$ cat src/design/prspc_pkg.sv
package prspc_pkg;

  // Pin array geometry
  localparam int PORT_WIDTH = 32; // Pins per port
  localparam int PORT_COUNT = 3; // Ports handled by this block
  localparam int PORT0_BASE = 0; // Flat index of port 0 bit 0
  localparam int PORT1_BASE = 32; // Flat index of port 1 bit 0

  // Flat pin indices of named pins used by the logic or the checks
  localparam int PIN_BOOT_SELECT_0 = PORT0_BASE + 0; // Boot select input 0
  localparam int PIN_GENERAL_SAMPLE = PORT0_BASE + 1; // Ordinary pin watched by checks
  localparam int PIN_SERIAL_MEM_SELECT_0 = PORT0_BASE + 4;
  localparam int PIN_SERIAL_MEM_CLOCK = PORT0_BASE + 5;
  localparam int PIN_SERIAL_MEM_DATA_IN = PORT0_BASE + 6;
  localparam int PIN_SERIAL_MEM_DATA_OUT = PORT0_BASE + 7;
  localparam int PIN_SERIAL_MEM_SELECT_3 = PORT0_BASE + 10;
  localparam int PIN_BOOT_SELECT_1 = PORT0_BASE + 11; // Shared with select 2
  localparam int PIN_SERIAL_MEM_SELECT_1 = PORT0_BASE + 12;
  localparam int PIN_RETURNED_TEST_CLOCK = PORT0_BASE + 13;
  localparam int PIN_TEST_CLOCK_IN = PORT1_BASE + 16;
  localparam int PIN_TEST_MODE_SELECT = PORT1_BASE + 17;
  localparam int PIN_TEST_DATA_IN = PORT1_BASE + 18;
  localparam int PIN_TEST_DATA_OUT = PORT1_BASE + 19;

  // Returned clock resynchroniser depth, output flop included
  localparam int SYNC_STAGES = 3;

  // Boot select code {pin 11, pin 0} that means serial flash
  localparam logic [1:0] BOOT_SERIAL_FLASH = 2'h1;

  // Per-pin electrical mode
  typedef enum logic [2:0]
  {
    PIN_IN_FLOAT = 3'b000,
    PIN_IN_PULL_UP = 3'b001,
    PIN_IN_PULL_DOWN = 3'b010,
    PIN_OUT_PUSH_PULL = 3'b011,
    PIN_OUT_OPEN_DRAIN = 3'b100
  } prspc_pin_mode_type;

  // Software pin configuration word
  typedef struct packed {
    logic alt; // Route alternate function data instead of port data
    prspc_pin_mode_type mode;
  } prspc_pin_cfg_type;

  // Same reset word for every pin, debug pins included
  localparam prspc_pin_cfg_type CFG_RESET = '{alt: 1'b0, mode: PIN_IN_FLOAT};

  // Pad control bundle; oe_n low while the pad is driven
  typedef struct packed {
    logic out;
    logic oe_n;
    logic pull_up;
    logic pull_down;
  } prspc_pad_type;

  // Pad state while nothing drives or pulls
  localparam prspc_pad_type PAD_FLOAT = '{out: 1'b0, oe_n: 1'b1, pull_up: 1'b0, pull_down: 1'b0};

  // Debug port output side
  typedef struct packed {
    logic data_out; // Serial test data
    logic active; // Test data is being shifted out
  } prspc_debug_type;

  // Serial memory interface output side
  typedef struct packed {
    logic data_out;
    logic clock;
    logic select_0;
  } prspc_serial_mem_type;

  // Boot sampling sequence
  typedef enum logic [1:0]
  {
    BOOT_HOLD = 2'b00,
    BOOT_SAMPLE = 2'b01,
    BOOT_RUN = 2'b10
  } prspc_boot_state_type;

endpackage : prspc_pkg

$ cat src/design/prspc_pin_config.sv
`timescale 1ns/10ps
module prspc_pin_config #(
  parameter int PORT_COUNT = prspc_pkg::PORT_COUNT,
  parameter int PORT_WIDTH = prspc_pkg::PORT_WIDTH
) (
  input wire logic clk_sys,
  input wire logic reset,
  input wire logic clk_en,
  input wire logic [PORT_COUNT*PORT_WIDTH-1:0] pad_in,
  input wire logic [PORT_COUNT*PORT_WIDTH-1:0] gpio_out,
  input wire logic [PORT_COUNT*PORT_WIDTH-1:0] alt_out,
  input wire logic cfg_wr,
  input wire logic [$clog2(PORT_COUNT*PORT_WIDTH)-1:0] cfg_pin,
  input wire prspc_pkg::prspc_pin_cfg_type cfg_data,
  input wire prspc_pkg::prspc_debug_type debug_out,
  input wire prspc_pkg::prspc_serial_mem_type serial_mem_out,
  output prspc_pkg::prspc_pad_type [PORT_COUNT*PORT_WIDTH-1:0] pad_ctrl,
  output logic [PORT_COUNT*PORT_WIDTH-1:0] gpio_in,
  output logic test_clock_in,
  output logic test_mode_select,
  output logic test_data_in,
  output logic serial_mem_data_in,
  output logic [1:0] boot_mode,
  output logic code_fetch_enable,
  output logic serial_mem_boot_active
);

  localparam int NUM_PINS = PORT_COUNT * PORT_WIDTH; // Flat pin count
  localparam int PIN_W = $clog2(NUM_PINS); // Pin index width

  // Whole block state in one word
  typedef struct packed {
    prspc_pkg::prspc_pin_cfg_type [NUM_PINS-1:0] cfg; // Software pin configuration
    logic [NUM_PINS-1:0] sm_override; // Serial flash boot override per pin
    logic [prspc_pkg::SYNC_STAGES-2:0] clk_sync; // First resync stages
    prspc_pkg::prspc_boot_state_type boot; // Boot sampling sequence
    logic [1:0] boot_mode; // Latched boot select pins
    logic fetch_enable; // Processor may fetch
    prspc_pkg::prspc_pad_type [NUM_PINS-1:0] pad; // Registered pad controls
    logic [NUM_PINS-1:0] pin_in; // Registered pad inputs
    logic test_clock; // Registered debug inputs
    logic test_mode;
    logic test_data;
    logic sm_data_in;
    logic sm_active; // Any boot override still in force
  } prspc_state_type;

  prspc_state_type state; // Current state
  prspc_state_type next_state; // Value for the next edge

  // Pad controls from a mode word and the data to send
  function automatic prspc_pkg::prspc_pad_type pad_from_cfg(
    input prspc_pkg::prspc_pin_cfg_type cfg,
    input logic data
  );
    prspc_pkg::prspc_pad_type pad;
    pad = prspc_pkg::PAD_FLOAT;
    case (cfg.mode)
      prspc_pkg::PIN_IN_PULL_UP:
      begin
        pad.pull_up = 1'b1;
      end
      prspc_pkg::PIN_IN_PULL_DOWN:
      begin
        pad.pull_down = 1'b1;
      end
      prspc_pkg::PIN_OUT_PUSH_PULL:
      begin
        pad.out = data;
        pad.oe_n = 1'b0;
      end
      prspc_pkg::PIN_OUT_OPEN_DRAIN:
      begin
        pad.oe_n = data;
      end
      default:
      begin
        pad = prspc_pkg::PAD_FLOAT; // Floating input
      end
    endcase
    return pad;
  endfunction : pad_from_cfg

  // Push-pull alternate drive, shared by overrides
  localparam prspc_pkg::prspc_pin_cfg_type CFG_ALT_PP = '{alt: 1'b1, mode: prspc_pkg::PIN_OUT_PUSH_PULL};
  // Next-state logic
  always_comb
  begin
    next_state = state;
    next_state.pin_in = pad_in;
    // Resync chain; the first stage feeds only the second
    next_state.clk_sync = {state.clk_sync[prspc_pkg::SYNC_STAGES-3:0], pad_in[prspc_pkg::PIN_TEST_CLOCK_IN]};
    next_state.test_clock = state.pin_in[prspc_pkg::PIN_TEST_CLOCK_IN];
    next_state.test_mode = state.pin_in[prspc_pkg::PIN_TEST_MODE_SELECT];
    next_state.test_data = state.pin_in[prspc_pkg::PIN_TEST_DATA_IN];
    next_state.sm_data_in = state.pin_in[prspc_pkg::PIN_SERIAL_MEM_DATA_IN];

    // Software write; stored even for debug pins but ignored there
    if (cfg_wr)
    begin
      next_state.cfg[cfg_pin] = cfg_data;
      next_state.sm_override[cfg_pin] = 1'b0;
    end

    // Boot pins sampled one cycle after reset release
    case (state.boot)
      prspc_pkg::BOOT_HOLD:
      begin
        next_state.boot = prspc_pkg::BOOT_SAMPLE;
      end
      prspc_pkg::BOOT_SAMPLE:
      begin
        next_state.boot_mode = {pad_in[prspc_pkg::PIN_BOOT_SELECT_1], pad_in[prspc_pkg::PIN_BOOT_SELECT_0]};
        next_state.fetch_enable = 1'b1;
        next_state.boot = prspc_pkg::BOOT_RUN;
        // Only the data out, clock, select-0 and data in pins take the override
        if ({pad_in[prspc_pkg::PIN_BOOT_SELECT_1], pad_in[prspc_pkg::PIN_BOOT_SELECT_0]}
            == prspc_pkg::BOOT_SERIAL_FLASH)
        begin
          next_state.sm_override[prspc_pkg::PIN_SERIAL_MEM_DATA_OUT] = 1'b1;
          next_state.sm_override[prspc_pkg::PIN_SERIAL_MEM_CLOCK] = 1'b1;
          next_state.sm_override[prspc_pkg::PIN_SERIAL_MEM_SELECT_0] = 1'b1;
          next_state.sm_override[prspc_pkg::PIN_SERIAL_MEM_DATA_IN] = 1'b1;
        end
      end
      prspc_pkg::BOOT_RUN:
      begin
        next_state.boot = prspc_pkg::BOOT_RUN; // Stays until reset
      end
      default:
      begin
        next_state.boot = prspc_pkg::BOOT_HOLD; // Illegal code recovers
      end
    endcase
    next_state.sm_active = |next_state.sm_override;

    // Per-pin pad control from configuration
    for (int i = 0; i < NUM_PINS; i++)
    begin
      next_state.pad[i] = pad_from_cfg(state.cfg[i], state.cfg[i].alt ? alt_out[i] : gpio_out[i]);
    end

    // Serial flash boot override, until software reprograms the pin
    if (state.sm_override[prspc_pkg::PIN_SERIAL_MEM_DATA_OUT])
    begin
      next_state.pad[prspc_pkg::PIN_SERIAL_MEM_DATA_OUT] = pad_from_cfg(CFG_ALT_PP, serial_mem_out.data_out);
    end
    if (state.sm_override[prspc_pkg::PIN_SERIAL_MEM_CLOCK])
    begin
      next_state.pad[prspc_pkg::PIN_SERIAL_MEM_CLOCK] = pad_from_cfg(CFG_ALT_PP, serial_mem_out.clock);
    end
    if (state.sm_override[prspc_pkg::PIN_SERIAL_MEM_SELECT_0])
    begin
      next_state.pad[prspc_pkg::PIN_SERIAL_MEM_SELECT_0] = pad_from_cfg(CFG_ALT_PP, serial_mem_out.select_0);
    end
    if (state.sm_override[prspc_pkg::PIN_SERIAL_MEM_DATA_IN])
    begin
      next_state.pad[prspc_pkg::PIN_SERIAL_MEM_DATA_IN] = prspc_pkg::PAD_FLOAT;
    end

    // Debug pins: fixed functions whatever the config words say
    next_state.pad[prspc_pkg::PIN_TEST_CLOCK_IN] = prspc_pkg::PAD_FLOAT;
    next_state.pad[prspc_pkg::PIN_TEST_MODE_SELECT] = prspc_pkg::PAD_FLOAT;
    next_state.pad[prspc_pkg::PIN_TEST_DATA_IN] = prspc_pkg::PAD_FLOAT;
    next_state.pad[prspc_pkg::PIN_TEST_DATA_OUT] = prspc_pkg::PAD_FLOAT;
    if (debug_out.active)
    begin
      next_state.pad[prspc_pkg::PIN_TEST_DATA_OUT] = pad_from_cfg(CFG_ALT_PP, debug_out.data_out);
    end
    // Third resync stage is the pad flop itself
    next_state.pad[prspc_pkg::PIN_RETURNED_TEST_CLOCK] =
      pad_from_cfg(CFG_ALT_PP, state.clk_sync[prspc_pkg::SYNC_STAGES-2]);
  end

  // State register; clock enable freezes everything
  always_ff @(posedge clk_sys or posedge reset)
  begin
    if (reset)
    begin
      state <= '0;
      for (int i = 0; i < NUM_PINS; i++)
      begin
        state.cfg[i] <= prspc_pkg::CFG_RESET;
        state.pad[i] <= prspc_pkg::PAD_FLOAT;
      end
      state.boot <= prspc_pkg::BOOT_HOLD;
      // Returned clock drives low through reset
      state.pad[prspc_pkg::PIN_RETURNED_TEST_CLOCK].oe_n <= 1'b0;
    end
    else if (clk_en)
    begin
      state <= next_state;
    end
  end

  // Outputs straight from the state flops
  assign pad_ctrl = state.pad;
  assign gpio_in = state.pin_in;
  assign test_clock_in = state.test_clock;
  assign test_mode_select = state.test_mode;
  assign test_data_in = state.test_data;
  assign serial_mem_data_in = state.sm_data_in;
  assign boot_mode = state.boot_mode;
  assign code_fetch_enable = state.fetch_enable;
  assign serial_mem_boot_active = state.sm_active;
endmodule : prspc_pin_config

$ cat config.mk
export PLATFORM = sky130hd
export DESIGN_NAME = prspc_pin_config
export DESIGN_NICKNAME = d
export VERILOG_FILES = /design/src/design/prspc_pkg.sv /design/src/design/prspc_pin_config.sv
export SDC_FILE = /design/constraint.sdc
export NUM_CORES = 2
export LEC_CHECK = 0
export BUFFER_PORTS_ARGS = -buffer_cell sky130_fd_sc_hd__buf_2
export CAP_MARGIN = 20
export CORE_AREA = 3 3 307 309
export CTS_CLUSTER_DIAMETER = 50
export DETAILED_ROUTE_END_ITERATION = 7
export DIE_AREA = 0 0 310 312
export GPL_ROUTABILITY_DRIVEN = 0
export PLACE_DENSITY = 0.72
export SYNTH_ARGS = -nofsm -noshare
export SYNTH_HDL_FRONTEND = slang
export SYNTH_SLANG_ARGS = --single-unit
$ cat constraint.sdc
create_clock -name clk_sys -period 45.4 [get_ports clk_sys]
set_input_delay 9.08 -clock clk_sys [delete_from_list [all_inputs] [get_ports clk_sys]]
set_output_delay 9.08 -clock clk_sys [all_outputs]
set_load 0.01 [all_outputs]
* After elaboration in Yosys (flattened, before gate mapping)
Index checks and enable logic that the tools add are counted.
Cells by class: magnitude comparators 2, equal/unequal tests 367, mux-type cells 469, bitwise operators 2, reduce and logical (&&, ||, !) cells 6
Operators with widths (number):
- equality test 3 x 2 -> 1 bit (second input constant) | 182
- bitwise mux 384 bit | 1
- 2-to-1 mux 1 bit | 365
- equality test 3 x 1 -> 1 bit (second input constant) | 91
- equality test 3 bit (second input constant) | 91
- one-hot mux 1 bit (2 select lines) | 91
- bitwise AND 96 bit | 1
- 2-to-1 mux 96 bit | 1
- inverter 96 bit | 1
- OR reduction 96 bit | 1
- 2-to-1 mux 4 bit | 8
- demux 4 bit (select 7 bit) | 1
- less-than comparator 7 x 8 -> 1 bit (second input constant) | 1
- demux 1 bit (select 7 bit) | 1
- greater-or-equal comparator 7 x 1 -> 1 bit (second input constant) | 1
- equality test 2 x 1 -> 1 bit (second input constant) | 2
- one-hot mux 2 bit (2 select lines) | 1
- AND reduction 2 bit | 2
- equality test 2 bit (second input constant) | 1
- logical NOT 2 bit | 1
- OR reduction 2 bit | 1
- logical AND 1 bit | 1
Storage, ports and cells: register bits 957, output and inout port bits 488, word-level logic and storage cells 1418

* Depth between registers and ports, before layout
depth after elaboration 10, depth in mapped cells 9

* Least setup slack after synthesis
OpenSTA, ideal clock, no wires.
kind input port to flip-flop, from input port cfg_pin[4], to register state, in the netlist serial_mem_boot_active, setup time 133 ps, arrival 10888 ps, required time 45267 ps, slack 34378 ps, stages on the path 8, buffers on the path 2, cells stage by stage buf_6 or4b_1 buf_2 o21ai_1 nand4_1 or4_1 nor4_1 a31oi_1
On the way: word-level cells in the longest chain between the ends 10, elaborated cells on any way between the ends 11, those cells by class 2 x order compare; 5 x mux; 2 x bitwise; 2 x reduce/logical
RTL lines:
- from (decl) | line prspc_pin_config.sv:13 | input wire logic [$clog2(PORT_COUNT*PORT_WIDTH)-1:0] cfg_pin,
- less-than comparator 7 x 8 -> 1 bit (implied by the code) / greater-or-equal comparator 7 x 1 -> 1 bit (equally long branches) | line prspc_pin_config.sv:102 | next_state.sm_override[cfg_pin] = 1'b0;
- logical AND 1 bit (implied by the code) | line prspc_pin_config.sv:102
- 2-to-1 mux 1 bit (implied by the code) | line prspc_pin_config.sv:102
- demux 1 bit (select 7 bit) (*) | line prspc_pin_config.sv:102
- inverter 96 bit (no source line) (*)
- bitwise AND 96 bit (no source line) (*)
- 2-to-1 mux 96 bit (*) | line prspc_pin_config.sv:99 | if (cfg_wr)
- 2-to-1 mux 4 bit | line prspc_pin_config.sv:117 | if ({pad_in[prspc_pkg::PIN_BOOT_SELECT_1], pad_in[prspc_pkg::PIN_BOOT_SELECT_0]}
- 2-to-1 mux 4 bit | line prspc_pin_config.sv:106 | case (state.boot)
- OR reduction 96 bit (*) | line prspc_pin_config.sv:135 | next_state.sm_active = |next_state.sm_override;
- to (signal assigned) | line prspc_pin_config.sv:192 | state <= next_state;
- to (decl) | line prspc_pin_config.sv:48 | prspc_state_type state;
Mark *: on every way between the ends. The rest lies on a longest branch, timed or not. A chain may end at the register's enable or synchronous reset.

==> results.json <==
{
  "status": "completed",
  "synth_edf_count": 0,
  "cp_max_fo": 159,
  "initial_core_util_pct": 46.9,
  "drv_cap": 0,
  "antenna_found_initial": 14,
  "ctsResizeCount": 0,
  "setup_violations": 0,
  "slew_violations": 0,
  "clkLatencyLatePin_ns": 0.67,
  "internal-power_mw": 1.49,
  "rsz0062_at_grt": "false",
  "num-fill-cells": 7944,
  "cts_buffers": 111,
  "drive_gt1_share_pct": 43.2,
  "synth_seq_area_share_pct": 54.6,
  "yosysTopAreaCell": "dfrtp_1",
  "ys_async_sr_fraction_pct": 100,
  "netSwitchingFraction_pct": 25.0,
  "synth_cells": 3612,
  "clockRootBuffer": "clkbuf_16",
  "ctsHoldBuffers": 0,
  "p_switching_uw": 497,
  "critPathMaxStageDelay_ns": 0.86,
  "preCtsSetupSlack_ns": 31.86,
  "crit_chain": "buf_2 > inv_8 > buf_4 > buf_12 > buf_4 > buf_4",
  "p_leak_nw": 22.8,
  "use_met1_pct": 31.2,
  "clock.fmax_mhz": 79.0,
  "via_count": 28500,
  "hold_violations": 0,
  "final.period_utilization_pct": 27.9,
  "final_antenna_net_count": 0,
  "grt_pass1_vias": 28400,
  "finalClockSkew_ns": 0.0204,
  "p_comb_share_pct": 8.7,
  "cts_max_level": 3,
  "critPathKind": "input pin to asynchronous set/reset pin",
  "fin_cells": 5177,
  "synthesis.area_um2": 43000,
  "setup_tns_ns": 0,
  "slew_headroom_pct": 25.7,
  "ios": 796,
  "dieHeight_um": 312,
  "clockBufferDepth": 3,
  "fin_ws_ns": 32.74,
  "cpMostUsedCell": "buf_4",
  "die_width_um": 310,
  "dp_cells": 4961,
  "netlist_top_cells_count": "841 x dfrtp_1, 645 x mux2_2, 482 x buf_4, 176 x o21ai_0, 174 x inv_1",
  "cts.clk_slew.worst_paths_ns": 0.06,
  "cp.arrival_ns": 13.33,
  "nNetsFinal": 4199,
  "routedWlPerCell_um": 22.8,
  "synth_most_common_cell": "dfrtp_1",
  "yosys_warnings": 0,
  "core_um2": 91700,
  "area_growth_pct": 12.1,
  "top_usage_layer": "met2",
  "required_ns": 46.07,
  "vias_per_cell": 5.51,
  "grtUsageMet3_pct": 5.36,
  "hpwlAfterDp_mm": 82.7,
  "startpoint_type": "input pin",
  "met2_usage_pct": 39.1,
  "ys_ff_latch": 933,
  "reg2reg_slack_ns": 43.55,
  "fin_crit_ns": 12.66,
  "vdd_drop_max_uv": 31.7,
  "netlist.area_leader.share_pct": 49.0,
  "dr.pass1.iters": 5,
  "first_iter_violations": 2167,
  "grt_pass1_wl_mm": 177,
  "post-cts-setup-buffers": 0,
  "drc_errors": 0,
  "holdCritPathClass": "register to register",
  "routed_wl_mm": 118,
  "cts_tree": "built",
  "postSynthAreaPerCell_um2": 11.9,
  "synth_top_flop_cell": "dfrtp_1",
  "rows": 111,
  "cp_num_buf_inv": 6,
  "power_density_nw_per_um2": 41.2,
  "io_buffer_count": 768,
  "worst_slew_pin_slew_ns": 1.12,
  "dieArea_um2": 96700,
  "globalRouteOverflowTotal": 0,
  "pwr-share-seq_pct": 45.8,
  "clockPowerShare_pct": 45.5,
  "grt_max_degree": 189,
  "critPathSlowestCell": "buf_4",
  "cts.sinks": 933,
  "synth_area_leaders": "dfrtp_1 49%, mux2_2 17%, buf_4 8.4%",
  "synth_cell_types": 49,
  "grtUsageTotal_pct": 23.9,
  "crit_family": "buffers and inverters",
  "crit_path_end_kind": "asynchronous set/reset pin"
}
-- final timing paths --
kind                       cells past startpoint                     start                        to
max in group clk_sys                           6                    clk_en    state[718]$_DFFE_PP0P_
max reg2reg                                    5    state[489]$_DFFE_PP0P_    state[496]$_DFFE_PP0P_
min                                            1  pad_ctrl[45]$_DFFE_PP0P_  pad_ctrl[45]$_DFFE_PP0P_
max                                            6                     reset  boot_mode[1]$_DFFE_PP0P_
min in group asynchronous                      2                     reset    state[823]$_DFFE_PP0P_
min reg2reg                                    1  pad_ctrl[45]$_DFFE_PP0P_  pad_ctrl[45]$_DFFE_PP0P_
-- per-layer routing --
| metal | vias up | part of all wire [%] |
|---|---|---|
| met2 | 1006 | 48 |
| met5 | - | 0.036 |
| met1 | 14500 | 42 |
| li1 | 12800 | - |
| met3 | 248 | 6.6 |
| met4 | 6 | 3.6 |
-- flip-flops by register name, indices dropped and copies added, names as in the netlist --
signal                  count
serial_mem_data_in          1
test_mode_select            1
gpio_in                    95
state                     462
code_fetch_enable           1
next_state                  2
boot_mode                   2
pad_ctrl                  367
serial_mem_boot_active      1
test_data_in                1
-- layout make-up --
cell class | count | area [um^2] | share of cell area [%]
multi-input cells | 1879 | 14700 | 30.5
inverters | 175 | 672 | 1.39
repair buffers | 789 | 4080 | 8.46
clock inverters | 52 | 589 | 1.22
flip-flops and latches | 933 | 23500 | 48.7
well taps | 1186 | 1480 | 3.08
clock buffers | 156 | 3190 | 6.62
diodes | 7 | 17.5 | 0.0363
-- cell usage in the layout, fill, tap and decap left out, drive strengths merged, types with 6 or more instances in the layout --
master / Yosys / layout
a21o: 6 / 6
a21oi: 95 / 95
a22o: 87 / 87
and2: 65 / 65
buf: 499 / 789
bufinv: 0 / 8
clkbuf: 141 / 156
clkinv: 0 / 20
clkinvlp: 0 / 8
conb: 2 / 17
dfrtp: 841 / 841
dfstp: 92 / 92
diode: 0 / 7
inv: 175 / 191
mux2: 646 / 646
nand2: 155 / 155
nand2b: 8 / 8
nand3: 9 / 9
nand4: 113 / 113
nand4bb: 8 / 8
nor2: 138 / 138
nor2b: 110 / 110
nor3: 8 / 8
nor4: 6 / 6
nor4b: 98 / 98
o21ai: 180 / 180
o32ai: 83 / 83
-- worst reg2reg max path, stage by stage (launching register included) --
cell and delay, ns:
dfrtp_1 0.36, inv_1 0.09, ha_1 0.17, nand2_1 0.25, nor3b_1 0.74, nand2b_1 0.19
-- kinds of logic after synthesis --
logic type	after synthesis	synth area share, %
buffers and inverters	815	11.4
DFF	933	54.6
AOI/OAI and AO/OA	471	7.18
other	2	0.0175
muxes	651	17.0
and+or+nand+nor	738	9.76
adders and majority gates	2	0.0582
-- power by group through the flow --
| stage | clock network [mW] | registers (mW) | logic [mW] |
|---|---|---|---|
| floorplan | 0 | 0.914 | 0.137 |
| global placement | 0 | 0.923 | 0.171 |
| detailed placement | 0 | 0.924 | 0.175 |
| CTS | 0.924 | 0.910 | 0.176 |
| global route | 0.959 | 0.916 | 0.190 |
| finish | 0.903 | 0.911 | 0.173 |
-- metrics by stage --
step | utilization (%) | power (mW) | hold slack [ns] | instance area (um^2)
2_1_floorplan | - | 1.05 | 0.446 | 43000
4_1_cts | 52.5 | 2.01 | 0.483 | 48200
5_1_grt | 52.6 | 2.06 | 0.492 | 48200
6_report | 52.6 | 1.99 | 0.481 | 48200
3_3_place_gp | 48.4 | 1.09 | 0.449 | 44400
3_5_place_dp | 48.4 | 1.10 | 0.465 | 44400
(Power assumes the default switching activity.)
